**config.mk**
```make
export PLATFORM = sky130hd
export DESIGN_NAME = enhanced_capture_compare_channels
export DESIGN_NICKNAME = d
export VERILOG_FILES = /design/src/shared/ecc_pkg.sv /design/src/rtl/capture_slot.sv /design/src/rtl/enhanced_capture_compare_channels.sv
export VERILOG_INCLUDE_DIRS = /design/src /design/src/shared
export SDC_FILE = /design/constraint.sdc
export NUM_CORES = 1
export LEC_CHECK = 0
export ABC_AREA = 1
export CAP_MARGIN = 40
export CELL_PAD_IN_SITES_DETAIL_PLACEMENT = 1
export CELL_PAD_IN_SITES_GLOBAL_PLACEMENT = 1
export CORE_MARGIN = 3
export CORE_UTILIZATION = 40
export CTS_CLUSTER_DIAMETER = 100
export DETAILED_ROUTE_END_ITERATION = 7
export DONT_BUFFER_PORTS = 1
export PLACE_DENSITY_LB_ADDON = 0.08
export SLEW_MARGIN = 20
export SYNTH_ARGS = -nofsm -noshare
export SYNTH_HDL_FRONTEND = slang
export SYNTH_SLANG_ARGS = --single-unit
export TNS_END_PERCENT = 100
```
**constraint.sdc**
```tcl
create_clock -name clock -period 7.85 [get_ports clock]
set_clock_uncertainty 0.2 [all_clocks]
set_input_delay 1.1775 -clock clock [delete_from_list [all_inputs] [get_ports clock]]
set_output_delay 1.1775 -clock clock [all_outputs]
set_load 0.03 [all_outputs]
```
**src/shared/ecc_cfg.svh**
```systemverilog
`ifndef ECC_CFG_SVH
`define ECC_CFG_SVH

// Register indices; byte address is four times the index
`define ECC_IDX_DIR_SEL    8'h80
`define ECC_IDX_FORCE      8'h81
`define ECC_IDX_MASK7      8'h82
`define ECC_IDX_DATA7      8'h83
`define ECC_IDX_TIMER      8'h84
`define ECC_IDX_ACTION     8'h88
`define ECC_IDX_EDGE       8'h8a
`define ECC_IDX_PORT_DATA  8'h8c
`define ECC_IDX_PORT_DIR   8'h8d
`define ECC_IDX_NO_OVW     8'h8e
`define ECC_IDX_SYS_CTL    8'h8f
`define ECC_IDX_CHAN_BASE  8'h90
`define ECC_IDX_HOLD_BASE  8'h98
`define ECC_IDX_PACC_BASE  8'h9c
`define ECC_IDX_PHOLD_BASE 8'ha0
`define ECC_IDX_MOD_CTL    8'ha4
`define ECC_IDX_MOD_COUNT  8'ha5

// Counts of things
`define ECC_NUM_CH   8
`define ECC_NUM_BUF  4
`define ECC_ADDR_W   10

// Capture system control fields
`define ECC_SYS_LATCH     0
`define ECC_SYS_SAT       1
`define ECC_SYS_PAIR_LOW  2
`define ECC_SYS_PAIR_HIGH 3

// Modulus control fields
`define ECC_MOD_EN          0
`define ECC_MOD_SINGLE      1
`define ECC_MOD_ZERO        2
`define ECC_MOD_FORCE_LATCH 3

// Reset and limit values
`define ECC_RST_BYTE 8'h00
`define ECC_RST_WORD 16'h0000
`define ECC_PA_FULL  8'hff

`endif

```
**src/shared/ecc_pkg.sv**
```systemverilog
`default_nettype none
package ecc_pkg;
  typedef struct packed {
    logic        cyc;
    logic        stb;
    logic        we;
    logic [9:0]  adr;
    logic [3:0]  sel;
    logic [31:0] dat;
  } wbRequest_type;

  typedef struct packed {
    logic        ack;
    logic [31:0] dat;
  } wbResponse_type;

  // Output mode/level pair, in its bit encoding order
  typedef enum logic [1:0] {ACT_NONE, ACT_TOGGLE, ACT_LOW, ACT_HIGH} compareAction_type;

  typedef struct packed {
    logic captureEvent;
    logic noOverwrite;
    logic latchMode;
    logic latchEvent;
    logic readCapture;
    logic readHolding;
  } captureControl_type;
endpackage
`default_nettype wire

```
**src/rtl/capture_slot.sv**
```systemverilog
`default_nettype none
module capture_slot
  import ecc_pkg::*;
#(
  parameter bit BUFFERED = 1'b0,
  parameter int WIDTH    = 16
) (
  input  wire logic               clock,
  input  wire logic               srst,
  input  wire captureControl_type ctl,
  input  wire logic [WIDTH-1:0]   timerValue,
  output logic      [WIDTH-1:0]   captureValue,
  output logic      [WIDTH-1:0]   holdingValue,
  output logic                    captureEmpty,
  output logic                    holdingEmpty
);
  logic capWrite;
  logic shiftToHold;
  logic latchToHold;

  // Write permission per mode; queue mode may push into an empty holding slot
  always_comb begin
    capWrite    = ctl.captureEvent & (!ctl.noOverwrite | captureEmpty |
                  (BUFFERED & !ctl.latchMode & holdingEmpty));
    shiftToHold = BUFFERED & !ctl.latchMode & capWrite &
                  (!ctl.noOverwrite | !captureEmpty);
    latchToHold = BUFFERED & ctl.latchMode & ctl.latchEvent &
                  (!ctl.noOverwrite | holdingEmpty);
  end

  // Data path
  always_ff @(posedge clock) begin
    if (srst) begin
      captureValue <= '0;
      holdingValue <= '0;
    end else begin
      if (capWrite) captureValue <= timerValue;
      if (shiftToHold | latchToHold) holdingValue <= captureValue;
    end
  end

  // Empty status; a new value wins over a read in the same cycle
  always_ff @(posedge clock) begin
    if (srst) begin
      captureEmpty <= 1'b1;
      holdingEmpty <= 1'b1;
    end else begin
      if (capWrite) captureEmpty <= 1'b0;
      else if (latchToHold | ctl.readCapture) captureEmpty <= 1'b1;
      if (shiftToHold | latchToHold) holdingEmpty <= captureEmpty;
      else if (ctl.readHolding) holdingEmpty <= 1'b1;
    end
  end
endmodule
`default_nettype wire

```
**src/rtl/enhanced_capture_compare_channels.sv**
```systemverilog
// Register access over Wishbone was decided locally.
`include "ecc_cfg.svh"
// Operation
// - Channel select bit 0 makes capture, 1 makes compare.
// - Capture empty after read or latch; holding empty after read.
// - Overwrite clear: every capture replaces the capture register.
// - Non-buffered with overwrite guard: capture only into an empty register.
// - Latch mode copies capture to holding on zero, zero write, force latch.
// - Latch mode without guard: latching overwrites holding even unread.
// - Buffered with guard: holding written only when empty; capture when empty, or in queue mode when holding is empty.
// - Queue mode without guard: old capture moves to holding, new stored.
// - Queue mode holding read moves accumulator to its holding and clears it.
// - Four 8-bit edge accumulators, pairable into 16-bit ones.
// - Saturation bit stops accumulators at all ones.
// - Latch mode accumulators copied and cleared on latch events.
// - Modulus down-counter is time base; latching periodic or single-shot.
// - Enabled compare forces its pin's direction over the port direction bit.
// - Port data writes go to a latch, driven when pin returns to port.
// - Compare force register always reads zero.
// - Force bit performs the compare action now, without any flag.
// - Channel 7 mask on compare channel makes pin output, direction bit kept.
// - Channel 7 compare loads masked port bits from channel 7 data.
// - Channel 7 mask suppresses the pin's own compare action.
// - Simultaneous channel 7 and own match: channel 7 data decides.
// - Main timer is a 16-bit up counter, captured and compared.
// - Action pair: 00 none, 01 toggle, 10 low, 11 high.
`default_nettype none
module enhanced_capture_compare_channels
  import ecc_pkg::*;
#(
  parameter int NUM_CH  = `ECC_NUM_CH,
  parameter int NUM_BUF = `ECC_NUM_BUF
) (
  input  wire logic           clock,
  input  wire logic           srst,
  input  wire wbRequest_type  wbReq,
  output wbResponse_type      wbResp,
  input  wire logic [7:0]     timerPinIn,
  output logic      [7:0]     timerPinOut,
  output logic      [7:0]     timerPinOe
);
  function automatic logic [7:0] lane8(input logic [7:0] old, input logic [31:0] d,
                                       input logic [3:0] s);
    return s[0] ? d[7:0] : old;
  endfunction

  function automatic logic [15:0] lane16(input logic [15:0] old, input logic [31:0] d,
                                         input logic [3:0] s);
    return {s[1] ? d[15:8] : old[15:8], s[0] ? d[7:0] : old[7:0]};
  endfunction

  function automatic logic inRange(input logic [7:0] i, input logic [7:0] base,
                                   input logic [7:0] n);
    return (i >= base) && (i < 8'(base + n));
  endfunction

  logic [7:0]  dirSel_q, mask7_q, data7_q, portData_q, portDir_q, noOvw_q;
  logic [15:0] action_q, edge_q, timer_q, modLoad_q, modCount_q;
  logic [3:0]  sysCtl_q;
  logic [1:0]  modCtl_q;
  logic        modZero_q;
  logic [15:0] tc_q [NUM_CH];
  logic [7:0]  pa_q [NUM_BUF];
  logic [7:0]  paHold_q [NUM_BUF];
  logic [7:0]  pinSync1_q, pinSync2_q, pinPrev_q, ocLevel_q;
  logic        ack_q;
  logic [31:0] rdData_q, rdNext;

  logic        access, wr, rd;
  logic [7:0]  idx;
  logic [7:0]  edges, capEvent, match, swForce, act, forcedOut, actNz;
  logic [15:0] capVal [NUM_CH];
  logic [15:0] holdVal [NUM_CH];
  logic [7:0]  capEmpty, holdEmpty, readCap, readHold;
  logic        latchMode, zeroEvt, zeroWrite, forceLatch, latchEvent;
  logic [3:0]  paInc, paSatHit, paClear;

  // One access per request; the ack register blocks a second take
  assign access = wbReq.cyc & wbReq.stb & !ack_q;
  assign wr     = access & wbReq.we;
  assign rd     = access & !wbReq.we;
  assign idx    = wbReq.adr[9:2];
  assign wbResp = '{ack: ack_q, dat: rdData_q};
  assign latchMode = sysCtl_q[`ECC_SYS_LATCH];

  // Bus answer one cycle after the request; unmapped reads return zero
  always_ff @(posedge clock) begin
    if (srst) begin
      ack_q    <= 1'b0;
      rdData_q <= 32'h0;
    end else begin
      ack_q    <= access;
      rdData_q <= rd ? rdNext : 32'h0;
    end
  end

  // Read data select
  always_comb begin
    rdNext = 32'h0;
    case (idx)
      `ECC_IDX_DIR_SEL:   rdNext = {24'h0, dirSel_q};
      `ECC_IDX_FORCE:     rdNext = 32'h0;
      `ECC_IDX_MASK7:     rdNext = {24'h0, mask7_q};
      `ECC_IDX_DATA7:     rdNext = {24'h0, data7_q};
      `ECC_IDX_TIMER:     rdNext = {16'h0, timer_q};
      `ECC_IDX_ACTION:    rdNext = {16'h0, action_q};
      `ECC_IDX_EDGE:      rdNext = {16'h0, edge_q};
      `ECC_IDX_PORT_DATA: rdNext = {24'h0, (timerPinOe & portData_q) |
                                           (~timerPinOe & pinSync2_q)};
      `ECC_IDX_PORT_DIR:  rdNext = {24'h0, portDir_q};
      `ECC_IDX_NO_OVW:    rdNext = {24'h0, noOvw_q};
      `ECC_IDX_SYS_CTL:   rdNext = {28'h0, sysCtl_q};
      `ECC_IDX_MOD_CTL:   rdNext = {29'h0, modZero_q, modCtl_q};
      `ECC_IDX_MOD_COUNT: rdNext = {16'h0, modCount_q};
      default: begin
        if (inRange(idx, `ECC_IDX_CHAN_BASE, 8'h08))
          rdNext = {16'h0, dirSel_q[idx[2:0]] ? tc_q[idx[2:0]] : capVal[idx[2:0]]};
        else if (inRange(idx, `ECC_IDX_HOLD_BASE, 8'h04))
          rdNext = {16'h0, holdVal[idx[1:0]]};
        else if (inRange(idx, `ECC_IDX_PACC_BASE, 8'h04))
          rdNext = {24'h0, pa_q[idx[1:0]]};
        else if (inRange(idx, `ECC_IDX_PHOLD_BASE, 8'h04))
          rdNext = {24'h0, paHold_q[idx[1:0]]};
      end
    endcase
  end

  // Software control registers
  always_ff @(posedge clock) begin
    if (srst) begin
      dirSel_q   <= `ECC_RST_BYTE;
      mask7_q    <= `ECC_RST_BYTE;
      data7_q    <= `ECC_RST_BYTE;
      action_q   <= `ECC_RST_WORD;
      edge_q     <= `ECC_RST_WORD;
      portData_q <= `ECC_RST_BYTE;
      portDir_q  <= `ECC_RST_BYTE;
      noOvw_q    <= `ECC_RST_BYTE;
      sysCtl_q   <= 4'h0;
      modCtl_q   <= 2'h0;
    end else if (wr) begin
      case (idx)
        `ECC_IDX_DIR_SEL:   dirSel_q   <= lane8(dirSel_q, wbReq.dat, wbReq.sel);
        `ECC_IDX_MASK7:     mask7_q    <= lane8(mask7_q, wbReq.dat, wbReq.sel);
        `ECC_IDX_DATA7:     data7_q    <= lane8(data7_q, wbReq.dat, wbReq.sel);
        `ECC_IDX_ACTION:    action_q   <= lane16(action_q, wbReq.dat, wbReq.sel);
        `ECC_IDX_EDGE:      edge_q     <= lane16(edge_q, wbReq.dat, wbReq.sel);
        `ECC_IDX_PORT_DATA: portData_q <= lane8(portData_q, wbReq.dat, wbReq.sel);
        `ECC_IDX_PORT_DIR:  portDir_q  <= lane8(portDir_q, wbReq.dat, wbReq.sel);
        `ECC_IDX_NO_OVW:    noOvw_q    <= lane8(noOvw_q, wbReq.dat, wbReq.sel);
        `ECC_IDX_SYS_CTL:   if (wbReq.sel[0]) sysCtl_q <= wbReq.dat[3:0];
        `ECC_IDX_MOD_CTL:   if (wbReq.sel[0]) modCtl_q <= wbReq.dat[1:0];
        default: ;
      endcase
    end
  end

  // Compare values; writes to a capture channel are ignored
  always_ff @(posedge clock) begin
    if (srst) begin
      for (int n = 0; n < NUM_CH; n++) tc_q[n] <= `ECC_RST_WORD;
    end else if (wr && inRange(idx, `ECC_IDX_CHAN_BASE, 8'h08) && dirSel_q[idx[2:0]]) begin
      tc_q[idx[2:0]] <= lane16(tc_q[idx[2:0]], wbReq.dat, wbReq.sel);
    end
  end

  // Free running main timer
  always_ff @(posedge clock) begin
    if (srst) timer_q <= `ECC_RST_WORD;
    else timer_q <= 16'(timer_q + 16'h0001);
  end

  // Pin synchroniser; only the second stage feeds edge detection
  always_ff @(posedge clock) begin
    if (srst) begin
      pinSync1_q <= 8'h00;
      pinSync2_q <= 8'h00;
      pinPrev_q  <= 8'h00;
    end else begin
      pinSync1_q <= timerPinIn;
      pinSync2_q <= pinSync1_q;
      pinPrev_q  <= pinSync2_q;
    end
  end

  // Edge select per channel, capture only when in capture mode
  always_comb begin
    for (int n = 0; n < NUM_CH; n++) begin
      edges[n]    = (edge_q[2*n]   & pinSync2_q[n] & !pinPrev_q[n]) |
                    (edge_q[2*n+1] & !pinSync2_q[n] & pinPrev_q[n]);
      capEvent[n] = edges[n] & !dirSel_q[n];
      readCap[n]  = rd && (idx == 8'(`ECC_IDX_CHAN_BASE + n)) && !dirSel_q[n];
      readHold[n] = rd && (n < NUM_BUF) && (idx == 8'(`ECC_IDX_HOLD_BASE + n));
    end
  end

  // Latch sources for latch mode
  assign zeroWrite  = wr && (idx == `ECC_IDX_MOD_COUNT) && (lane16(modLoad_q, wbReq.dat,
                      wbReq.sel) == 16'h0000);
  assign forceLatch = wr && (idx == `ECC_IDX_MOD_CTL) && wbReq.sel[0] &&
                      wbReq.dat[`ECC_MOD_FORCE_LATCH];
  assign zeroEvt    = modCtl_q[`ECC_MOD_EN] && (modCount_q == 16'h0001);
  assign latchEvent = latchMode & (zeroEvt | zeroWrite | forceLatch);

  // Capture slots; the low channels carry a holding register
  for (genvar n = 0; n < NUM_CH; n++) begin : gSlot
    captureControl_type ctl;
    assign ctl = '{captureEvent: capEvent[n], noOverwrite: noOvw_q[n],
                   latchMode: latchMode, latchEvent: latchEvent,
                   readCapture: readCap[n], readHolding: readHold[n]};
    capture_slot #(.BUFFERED(n < NUM_BUF), .WIDTH(16)) uSlot (
      .clock        (clock),
      .srst         (srst),
      .ctl          (ctl),
      .timerValue   (timer_q),
      .captureValue (capVal[n]),
      .holdingValue (holdVal[n]),
      .captureEmpty (capEmpty[n]),
      .holdingEmpty (holdEmpty[n])
    );
  end

  // Modulus down-counter; single-shot stops at zero, periodic reloads
  always_ff @(posedge clock) begin
    if (srst) begin
      modLoad_q  <= `ECC_RST_WORD;
      modCount_q <= `ECC_RST_WORD;
    end else if (wr && idx == `ECC_IDX_MOD_COUNT) begin
      modLoad_q  <= lane16(modLoad_q, wbReq.dat, wbReq.sel);
      modCount_q <= lane16(modLoad_q, wbReq.dat, wbReq.sel);
    end else if (zeroEvt) begin
      modCount_q <= modCtl_q[`ECC_MOD_SINGLE] ? 16'h0000 : modLoad_q;
    end else if (modCtl_q[`ECC_MOD_EN] && modCount_q != 16'h0000) begin
      modCount_q <= 16'(modCount_q - 16'h0001);
    end
  end

  // Sticky zero status for software polling; a new zero beats the clear
  always_ff @(posedge clock) begin
    if (srst) modZero_q <= 1'b0;
    else if (zeroEvt) modZero_q <= 1'b1;
    else if (wr && idx == `ECC_IDX_MOD_CTL && wbReq.sel[0] && wbReq.dat[`ECC_MOD_ZERO])
      modZero_q <= 1'b0;
  end

  // Accumulator increments; a pair chains its high half off the low carry
  always_comb begin
    for (int k = 0; k < NUM_BUF; k++) begin
      automatic int lo = k & ~1;
      automatic logic paired = (k >= 2) ? sysCtl_q[`ECC_SYS_PAIR_HIGH]
                                        : sysCtl_q[`ECC_SYS_PAIR_LOW];
      paInc[k]    = paired ? ((k == lo) ? edges[k] : (edges[lo] && pa_q[lo] == `ECC_PA_FULL))
                           : edges[k];
      paSatHit[k] = paired ? (pa_q[lo] == `ECC_PA_FULL && pa_q[lo+1] == `ECC_PA_FULL)
                           : (pa_q[k] == `ECC_PA_FULL);
      paClear[k]  = latchEvent | (!latchMode & readHold[k]);
    end
  end

  // Accumulators and their holding registers; an edge in the clear cycle counts on accumulators 0 and 2 only
  always_ff @(posedge clock) begin
    if (srst) begin
      for (int k = 0; k < NUM_BUF; k++) begin
        pa_q[k]     <= `ECC_RST_BYTE;
        paHold_q[k] <= `ECC_RST_BYTE;
      end
    end else begin
      for (int k = 0; k < NUM_BUF; k++) begin
        if (paClear[k]) begin
          paHold_q[k] <= pa_q[k];
          pa_q[k]     <= {7'h00, paInc[k] & ((k & 1) == 0)};
        end else if (paInc[k] && !(sysCtl_q[`ECC_SYS_SAT] && paSatHit[k])) begin
          pa_q[k] <= 8'(pa_q[k] + 8'h01);
        end
      end
    end
  end

  // Compare match and software force on compare channels
  always_comb begin
    for (int n = 0; n < NUM_CH; n++) begin
      match[n]     = dirSel_q[n] && (timer_q == tc_q[n]);
      swForce[n]   = wr && (idx == `ECC_IDX_FORCE) && wbReq.sel[0] && wbReq.dat[n];
      act[n]       = (match[n] | swForce[n]) & dirSel_q[n];
      actNz[n]     = action_q[2*n+1] | action_q[2*n];
      forcedOut[n] = dirSel_q[n] & (mask7_q[n] | actNz[n]);
    end
  end

  // Output levels; channel 7 data wins on masked pins
  always_ff @(posedge clock) begin
    if (srst) begin
      ocLevel_q <= 8'h00;
    end else begin
      for (int n = 0; n < NUM_CH; n++) begin
        if (mask7_q[n]) begin
          if (act[NUM_CH-1]) ocLevel_q[n] <= data7_q[n];
        end else if (act[n]) begin
          case (compareAction_type'(action_q[2*n+:2]))
            ACT_TOGGLE: ocLevel_q[n] <= !ocLevel_q[n];
            ACT_LOW:    ocLevel_q[n] <= 1'b0;
            ACT_HIGH:   ocLevel_q[n] <= 1'b1;
            default:    ocLevel_q[n] <= ocLevel_q[n];
          endcase
        end
      end
    end
  end

  // Pin drive; the port latch drives only when no compare owns the pin
  always_ff @(posedge clock) begin
    if (srst) begin
      timerPinOut <= 8'h00;
      timerPinOe  <= 8'h00;
    end else begin
      timerPinOe  <= forcedOut | portDir_q;
      timerPinOut <= (forcedOut & ocLevel_q) | (~forcedOut & portData_q);
    end
  end
endmodule
`default_nettype wire

```
==> flow_metrics.env, run 1 <==
export IMPL_crit_slowest_cell="nand2_1"
export IMPL_syn_to_final_growth_pct=10.1
export IMPL_layout_commonest_cell="nand2_1"
export IMPL_num_io_pins=108
export IMPL_drt_wirelength_per_cell_um=23.5
export IMPL_cts_repair_resized=0
export IMPL_drive_gt1_frac=0.0559
export IMPL_max_freq_mhz=235
export IMPL_ys_seq_area_frac=0.463
export IMPL_nets=4020
export IMPL_fin_tns_setup_ps=0
export IMPL_synth_edff_count=192
export IMPL_rsz0062_at_grt="false"
export IMPL_grt_pass1_wl_um=174000
export IMPL_r2r_end="tc_q[3][4]"
export IMPL_gp_congestion=0.870
export IMPL_hold_buffers=0
export IMPL_cts_buffers=72
export IMPL_cts_sinks=596
export IMPL_crit_end="tc_q[3][4]"
export IMPL_synth_warnings=0
export IMPL_die_area_sq_um=78100
export IMPL_die_h_um=279
export IMPL_finalSetupViolCount=0
export IMPL_final_cell_mix="951 x nand2_1, 559 x nor2_1, 404 x dfxtp_1"
export IMPL_yosys_cell_types_count=50
export IMPL_core_area_sq_um=73500
export IMPL_outcome="finished, final reports clean"
export IMPL_firstDrtPassIters=5
export IMPL_worst_path_most_repeated_cell="nand2_1"
export IMPL_synth_seq_cells=596
export IMPL_synth_ff_type="dfxtp_1"
export IMPL_grt_max_degree=170
export IMPL_crit_chain="nand2_2 > buf_4 > inv_2 > nand2_1 > nand3_1 > nor2_1 > inv_1 > nand2_1 > nand4_4 > nand2_1 > buf_8"
export IMPL_vias=27400
export IMPL_grt_pass1_vias=26900
export IMPL_holdPathStages=2
export IMPL_cts_tree="done"
export IMPL_p_per_area_nw_per_um2=211
export IMPL_min_period_over_period=0.543
export IMPL_h_tree_depth=3
export IMPL_critPathRequiredTime_ps=7960
export IMPL_endpoint_kind="flop"
export IMPL_clk_path_buf_depth=3
export IMPL_whs_ps=202
export IMPL_clockRootBuffer="clkbuf_16"
export IMPL_dp_hpwl_um=80300
export IMPL_drc=0
export IMPL_ir_drop_mv=0.215
export IMPL_cp_start_kind="input pin"
export IMPL_drt_iter0_markers=2247
export IMPL_via_per_inst=5.53
export IMPL_clock_latency_ps=620
export IMPL_fin_cells=4950
export IMPL_slowest_delay_ps=530
export IMPL_syn_area_sq_um=29900
export IMPL_placed_cells=4814
export IMPL_wl_um=116000
export IMPL_final_antenna_net_count=0
export IMPL_netlist_instances=4015
export IMPL_path_class="in2reg"
export IMPL_reg2reg_from="dirSel_q[7]"
export IMPL_grt_overflow_total=0
export IMPL_reg2reg_depth=7
export IMPL_syn_avg_cell_area_sq_um=7.45
export IMPL_numPortBuffers=0
export IMPL_synth_async_reset_ratio=0
export IMPL_start_util=0.407
export IMPL_rows=99
export IMPL_leakagePower_nw=13.5
export IMPL_worstPathArrival_ps=4380
export IMPL_finalMaxSlewViolations=0
export IMPL_startpoint="wbReq[38]"
export IMPL_clk_pin_slew_worst_paths_ps=50
export IMPL_antenna_found_initial=5
export IMPL_drv_cap=0
export IMPL_finalPower_mw=6.93
export IMPL_final_hold_viol_count=0
export IMPL_min_path_type="reg2reg"
export IMPL_relSlewSlack=0.381
export IMPL_worstMarginPinSlew_ps=929
export IMPL_fill_cells=9138
export IMPL_fin_crit_ps=4260
export IMPL_crit_fanout=17
export IMPL_gr_usage_all_layers=0.294
export IMPL_die_w_um=279
export IMPL_post_cts_buffers=0
export IMPL_r2r_setup_slack_ps=4130
## per-layer routing
| metal | routed length, um | track usage |
|---|---|---|
| met5 | 13 | 0 |
| met4 | 3870 | 0.0959 |
| met3 | 7000 | 0.0495 |
| met2 | 53600 | 0.478 |
| met1 | 51900 | 0.401 |
## synth_stat cells (2+ instances only)
master	instances	area (sq um)
o21ai_0	332	1660
xnor2_1	78	683
dfxtp_1	404	8090
nand4_2	2	25.0
nand4_4	2	42.5
buf_6	10	113
nand2_1	952	3570
o21a_1	2	15.0
nor2_4	4	45.0
o22ai_1	15	93.8
buf_1	19	71.3
o31ai_1	2	15.0
nand4_1	103	644
edfxtp_1	192	5770
clkinv_1	13	48.8
nor2_1	560	2100
ha_1	22	275
inv_1	346	1300
o21bai_1	3	22.5
nor4_1	3	18.8
inv_2	9	33.8
nand2_2	9	56.3
a21oi_1	364	1820
nor2_2	4	25.0
clkbuf_1	129	484
nand3_1	165	826
nor3_2	8	80.1
a211oi_1	15	113
o221ai_1	5	43.8
a22oi_1	26	195
nor3_1	29	145
buf_4	20	150
nand3_4	9	158
xor2_1	58	508
nand3b_1	4	30.0
nor3_4	2	32.5
nand3_2	2	20.0
buf_2	49	245
o211ai_1	11	82.6
and3_1	2	12.5
mux2i_1	2	20.0
a31oi_1	11	68.8
o2111ai_1	11	96.3
## worst min-delay path by stage
stage / startpoint / end / slack [ps]
finish: pinSync1_q[7] / pinSync2_q[7] / 200
detailed placement: pinSync1_q[7] / pinSync2_q[7] / 200
CTS: pinSync1_q[7] / pinSync2_q[7] / 200
global route: pinSync1_q[7] / pinSync2_q[7] / 220
floorplan: pinSync1_q[0] / pinSync2_q[0] / 190
global placement: pinSync1_q[3] / pinSync2_q[3] / 190
## worst max-delay path: cells and delay by family
kind / cells / cell delay, ps
and+or+nand+nor: 7 / 2320
buffers and inverters: 4 / 810
## power breakdown
group / total, mW / switching (mW) / internal, mW
combinational: 0.440 / 0.332 / 0.108
sequential: 3.28 / 0.0420 / 3.24
clock: 3.21 / 1.36 / 1.85
## cells by family after synthesis
family,Yosys count,share of synthesized area
and+or+nand+nor,1863,0.263
AOI/OAI and AO/OA,800,0.142
DFF,596,0.463
buffers and inverters,595,0.0818
xor gates and xnor gates,136,0.0398
adders and majority gates,22,0.00920
muxes,2,0.000669
other,1,0.000125
## registers in the layout, summed over array words and instances, names as in the netlist, 16 cells and up
register	cells
gSlot.uSlot.captureValue	128
tc_q	128
gSlot.uSlot.holdingValue	64
paHold_q	32
pa_q	32
action_q	16
edge_q	16
modCount_q	16
modLoad_q	16
rdData_q	16
timer_q	16
## stage by stage
stage	setup WS, ps	cell area (sq um)	util
after global routing	3410	32900	0.448
after detailed placement	2890	30600	0.417
after CTS	3540	32800	0.447
after global placement	2790	30400	0.414
after floorplan	4460	30000	-
final	3590	32900	0.448
## final cells by class
type	count	area, sq um	share of cell area
diodes	1	2.50	0.0000760
clock buffers	103	2050	0.0623
clock inverters	22	149	0.00452
inverters	368	1390	0.0422
multi-input cells	2839	13700	0.415
flip-flops and latches	596	13900	0.421
well taps	959	1200	0.0364
repair buffers	62	606	0.0184
(Power assumes the default switching activity.)
==> inputs of run 2 (changes only) <==
- ABC_AREA: 1 -> 0
- clock period: 7.85 -> 3.7 ns (I/O delays scaled with it)
==> run 2 against run 1 <==
- sequential share of layout area is 3.2 points lower
- synthesized cell count is 26% lower
- sequential power is 110% higher
- power is 110% higher
==> flow_metrics.env, run 2 <==
export IMPL_outcome="finished, final reports clean"
export IMPL_drv_cap=0
export IMPL_grt_max_degree=174
export IMPL_holdPathStages=3
export IMPL_min_path_type="in2reg"
export IMPL_crit_slowest_cell="or4_4"
export IMPL_grt_overflow_total=0
export IMPL_worstPathArrival_ps=3970
export IMPL_clk_pin_slew_worst_paths_ps=70
export IMPL_yosysMostFrequentCell="nor2_1"
export IMPL_crit_fanout=15
export IMPL_synthAdderAreaFrac=0.00917
export IMPL_rows=99
export IMPL_synth_ff_type="dfxtp_1"
export IMPL_drive_gt1_frac=0.128
export IMPL_fin_area_sq_um=35700
export IMPL_regArea_sq_um=13900
export IMPL_path_depth=7
export IMPL_path_class="reg2reg"
export IMPL_num_io_pins=108
export IMPL_dpl_cell_area_sq_um=31500
export IMPL_synth_seq_cells=596
export IMPL_relSlewSlack=0.263
export IMPL_crit_chain="or4_4 > or3_1 > buf_4 > o31ai_4 > o21ai_1 > a311oi_1 > dlygate4sd3_1"
export IMPL_ys_seq_area_frac=0.461
export IMPL_clockRootBuffer="clkbuf_16"
export IMPL_syn_to_final_growth_pct=18.8
export IMPL_yosys_top_cells_count="443 x nor2_1, 404 x dfxtp_1, 340 x nand2_1"
export IMPL_wl_um=119000
export IMPL_cp_start_kind="flop"
export IMPL_core_area_sq_um=73700
export IMPL_reg2reg_from="modCount_q[12]"
export IMPL_netlist_instances=2975
export IMPL_whs_endpoint="modZero_q"
export IMPL_yosysTopAreaCell="dfxtp_1"
export IMPL_cts_sinks=596
export IMPL_yosys_cell_types_count=91
export IMPL_cts_buffers=73
export IMPL_cp_buffers_inverters=2
export IMPL_clock_latency_ps=620
export IMPL_utilization=0.484
export IMPL_wl_met3_um=7850
export IMPL_drt_iter0_markers=2252
export IMPL_nets=3232
export IMPL_endpoint_kind="flop"
export IMPL_finalPower_mw=14.9
export IMPL_synth_compound_area_frac=0.0809
export IMPL_synth_top_family_by_area="multiplexers"
export IMPL_final_antenna_net_count=0
export IMPL_yosys_area_share_xor_xnor=0.0478
export IMPL_syn_avg_cell_area_sq_um=10.1
export IMPL_numPortBuffers=0
export IMPL_worstMarginPinSlew_ps=1110
export IMPL_synth_area_top_cells="dfxtp_1 27%, edfxtp_1 19%, mux2i_1 11%"
export IMPL_gp_congestion=0.925
export IMPL_whs_ps=27.6
export IMPL_via_per_inst=5.95
export IMPL_gr_usage_all_layers=0.300
export IMPL_grt_pass1_wl_um=173000
export IMPL_wl_met2_um=55100
export IMPL_yosys_area_top_type_share=0.269
export IMPL_min_from="wbReq[2]"
export IMPL_synth_edff_count=192
export IMPL_multi_input_area_sq_um=15100
export IMPL_r2r_setup_slack_ps=90
export IMPL_h_tree_depth=3
export IMPL_drt_wirelength_per_cell_um=28.5
export IMPL_max_freq_mhz=277
export IMPL_dp_hpwl_um=79600
export IMPL_p_per_area_nw_per_um2=418
export IMPL_fill_cells=8032
export IMPL_final_cell_mix="443 x nor2_1, 404 x dfxtp_1, 340 x nand2_1"
export IMPL_met1_length_um=51300
export IMPL_slowest_delay_ps=610
export IMPL_clk_path_buf_depth=3
export IMPL_reg2reg_depth=7
export IMPL_fin_tns_setup_ps=0
export IMPL_yosys_area_share_simple=0.172
export IMPL_ir_drop_mv=0.282
export IMPL_cp_top_family="compound AO/OA/AOI/OAI gates"
export IMPL_final_hold_viol_count=0
export IMPL_route_top_layer_used="met5"
export IMPL_cts_tree="done"
export IMPL_post_cts_buffers=0
export IMPL_layout_commonest_cell="nor2_1"
export IMPL_rsz0062_at_grt="false"
export IMPL_antenna_found_initial=5
export IMPL_finalSetupViolCount=0
export IMPL_synth_warnings=0
export IMPL_synth_mux_area_frac=0.188
export IMPL_r2r_end="modCount_q[9]"
export IMPL_firstDrtPassIters=6
export IMPL_critPathRequiredTime_ps=4060
export IMPL_grt_pass1_vias=25300
export IMPL_reg_largest_list="gSlot.uSlot.captureValue x128, tc_q x128, gSlot.uSlot.holdingValue x64"
export IMPL_die_w_um=280
export IMPL_die_h_um=280
export IMPL_synth_async_reset_ratio=0
export IMPL_min_period_over_period=0.977
export IMPL_fin_crit_ps=3610
export IMPL_drc=0
export IMPL_vias=24800
export IMPL_syn_area_sq_um=30000
export IMPL_leakagePower_nw=13.7
export IMPL_finalMaxSlewViolations=0
export IMPL_start_util=0.407
export IMPL_die_area_sq_um=78400
## run 2: changes by cell type after synthesis, moves of 64 or more
cell	delta
mux4_2	+98
a21oi_1	-280
o21ai_0	-273
nand3_1	-110
inv_1	-284
nand4_1	-91
nand2_1	-612
xor2_1	+92
nor2_1	-117
xnor2_1	-64
mux2i_1	+331
## run 2: layer usage
layer / global-route usage / vias up
met1: 0.401 / 12900
met2: 0.483 / 848
met3: 0.0562 / 213
li1: - / 10900
met4: 0.115 / 8
met5: 0 / -
## run 2: where the power goes
part / internal [mW] / leakage [nW] / switching [mW] / total [mW]
registers: 6.83 / 5.24 / 0.0912 / 6.92
clock network: 4.29 / 1.18 / 2.97 / 7.26
logic: 0.259 / 7.33 / 0.455 / 0.714
total: 11.4 / 13.7 / 3.51 / 14.9
## run 2: layout make-up
class                   instances  share of cell area
multi-input cells            2107               0.423
repair buffers                310              0.0804
clock buffers                 101              0.0594
flip-flops and latches        596               0.389
clock inverters                30             0.00800
inverters                      63             0.00670
well taps                     959              0.0337
diodes                          1           0.0000702
## run 2: how the worst max path moves through the flow
stage | startpoint | to | slack, ps
2_1_floorplan | wbReq[43] | tc_q[4][0] | 480
3_3_place_gp | wbReq[39] | pa_q[3][4] | 490
3_5_place_dp | wbReq[39] | pa_q[1][4] | 380
4_1_cts | modCount_q[12] | modCount_q[13] | 140
5_1_grt | modCount_q[12] | modCount_q[14] | 4
6_report | modCount_q[12] | modCount_q[9] | 90
## run 2: metrics by stage
stage	worst slack (ps)	cells
2_1_floorplan	485	2990
6_report	85.6	4167
3_3_place_gp	485	3857
5_1_grt	3.55	4166
3_5_place_dp	384	3863
4_1_cts	141	4164
## run 2: worst register-to-register path, delay by kind of cell, from the launching register on
| family | cells | cell delay, ps |
|---|---|---|
| AO/OA/AOI/OAI | 3 | 1130 |
| AND/OR/NAND/NOR | 2 | 1040 |
| buffers and inverters | 2 | 780 |
| flip-flops | 1 | 410 |
## run 2: what timing repair did
item                                    in CTS  in global routing
resized for setup                            0                  1
endpoints found under the setup margin       0                  2
hold endpoints to repair                   304                  0
hold buffers                               170                  0
## run 2: logic make-up (layout without fill, tap and decap cells)
family                   count (synthesis)  in the layout
XOR/XNOR                               164            164
buffers and inverters                  287            504
adder cells (fa/ha/maj)                 22             22
AND/OR/NAND/NOR                       1120           1120
flip-flops                             596            596
AO/OA/AOI/OAI                          346            346
other                                    1             17
multiplexers                           439            439
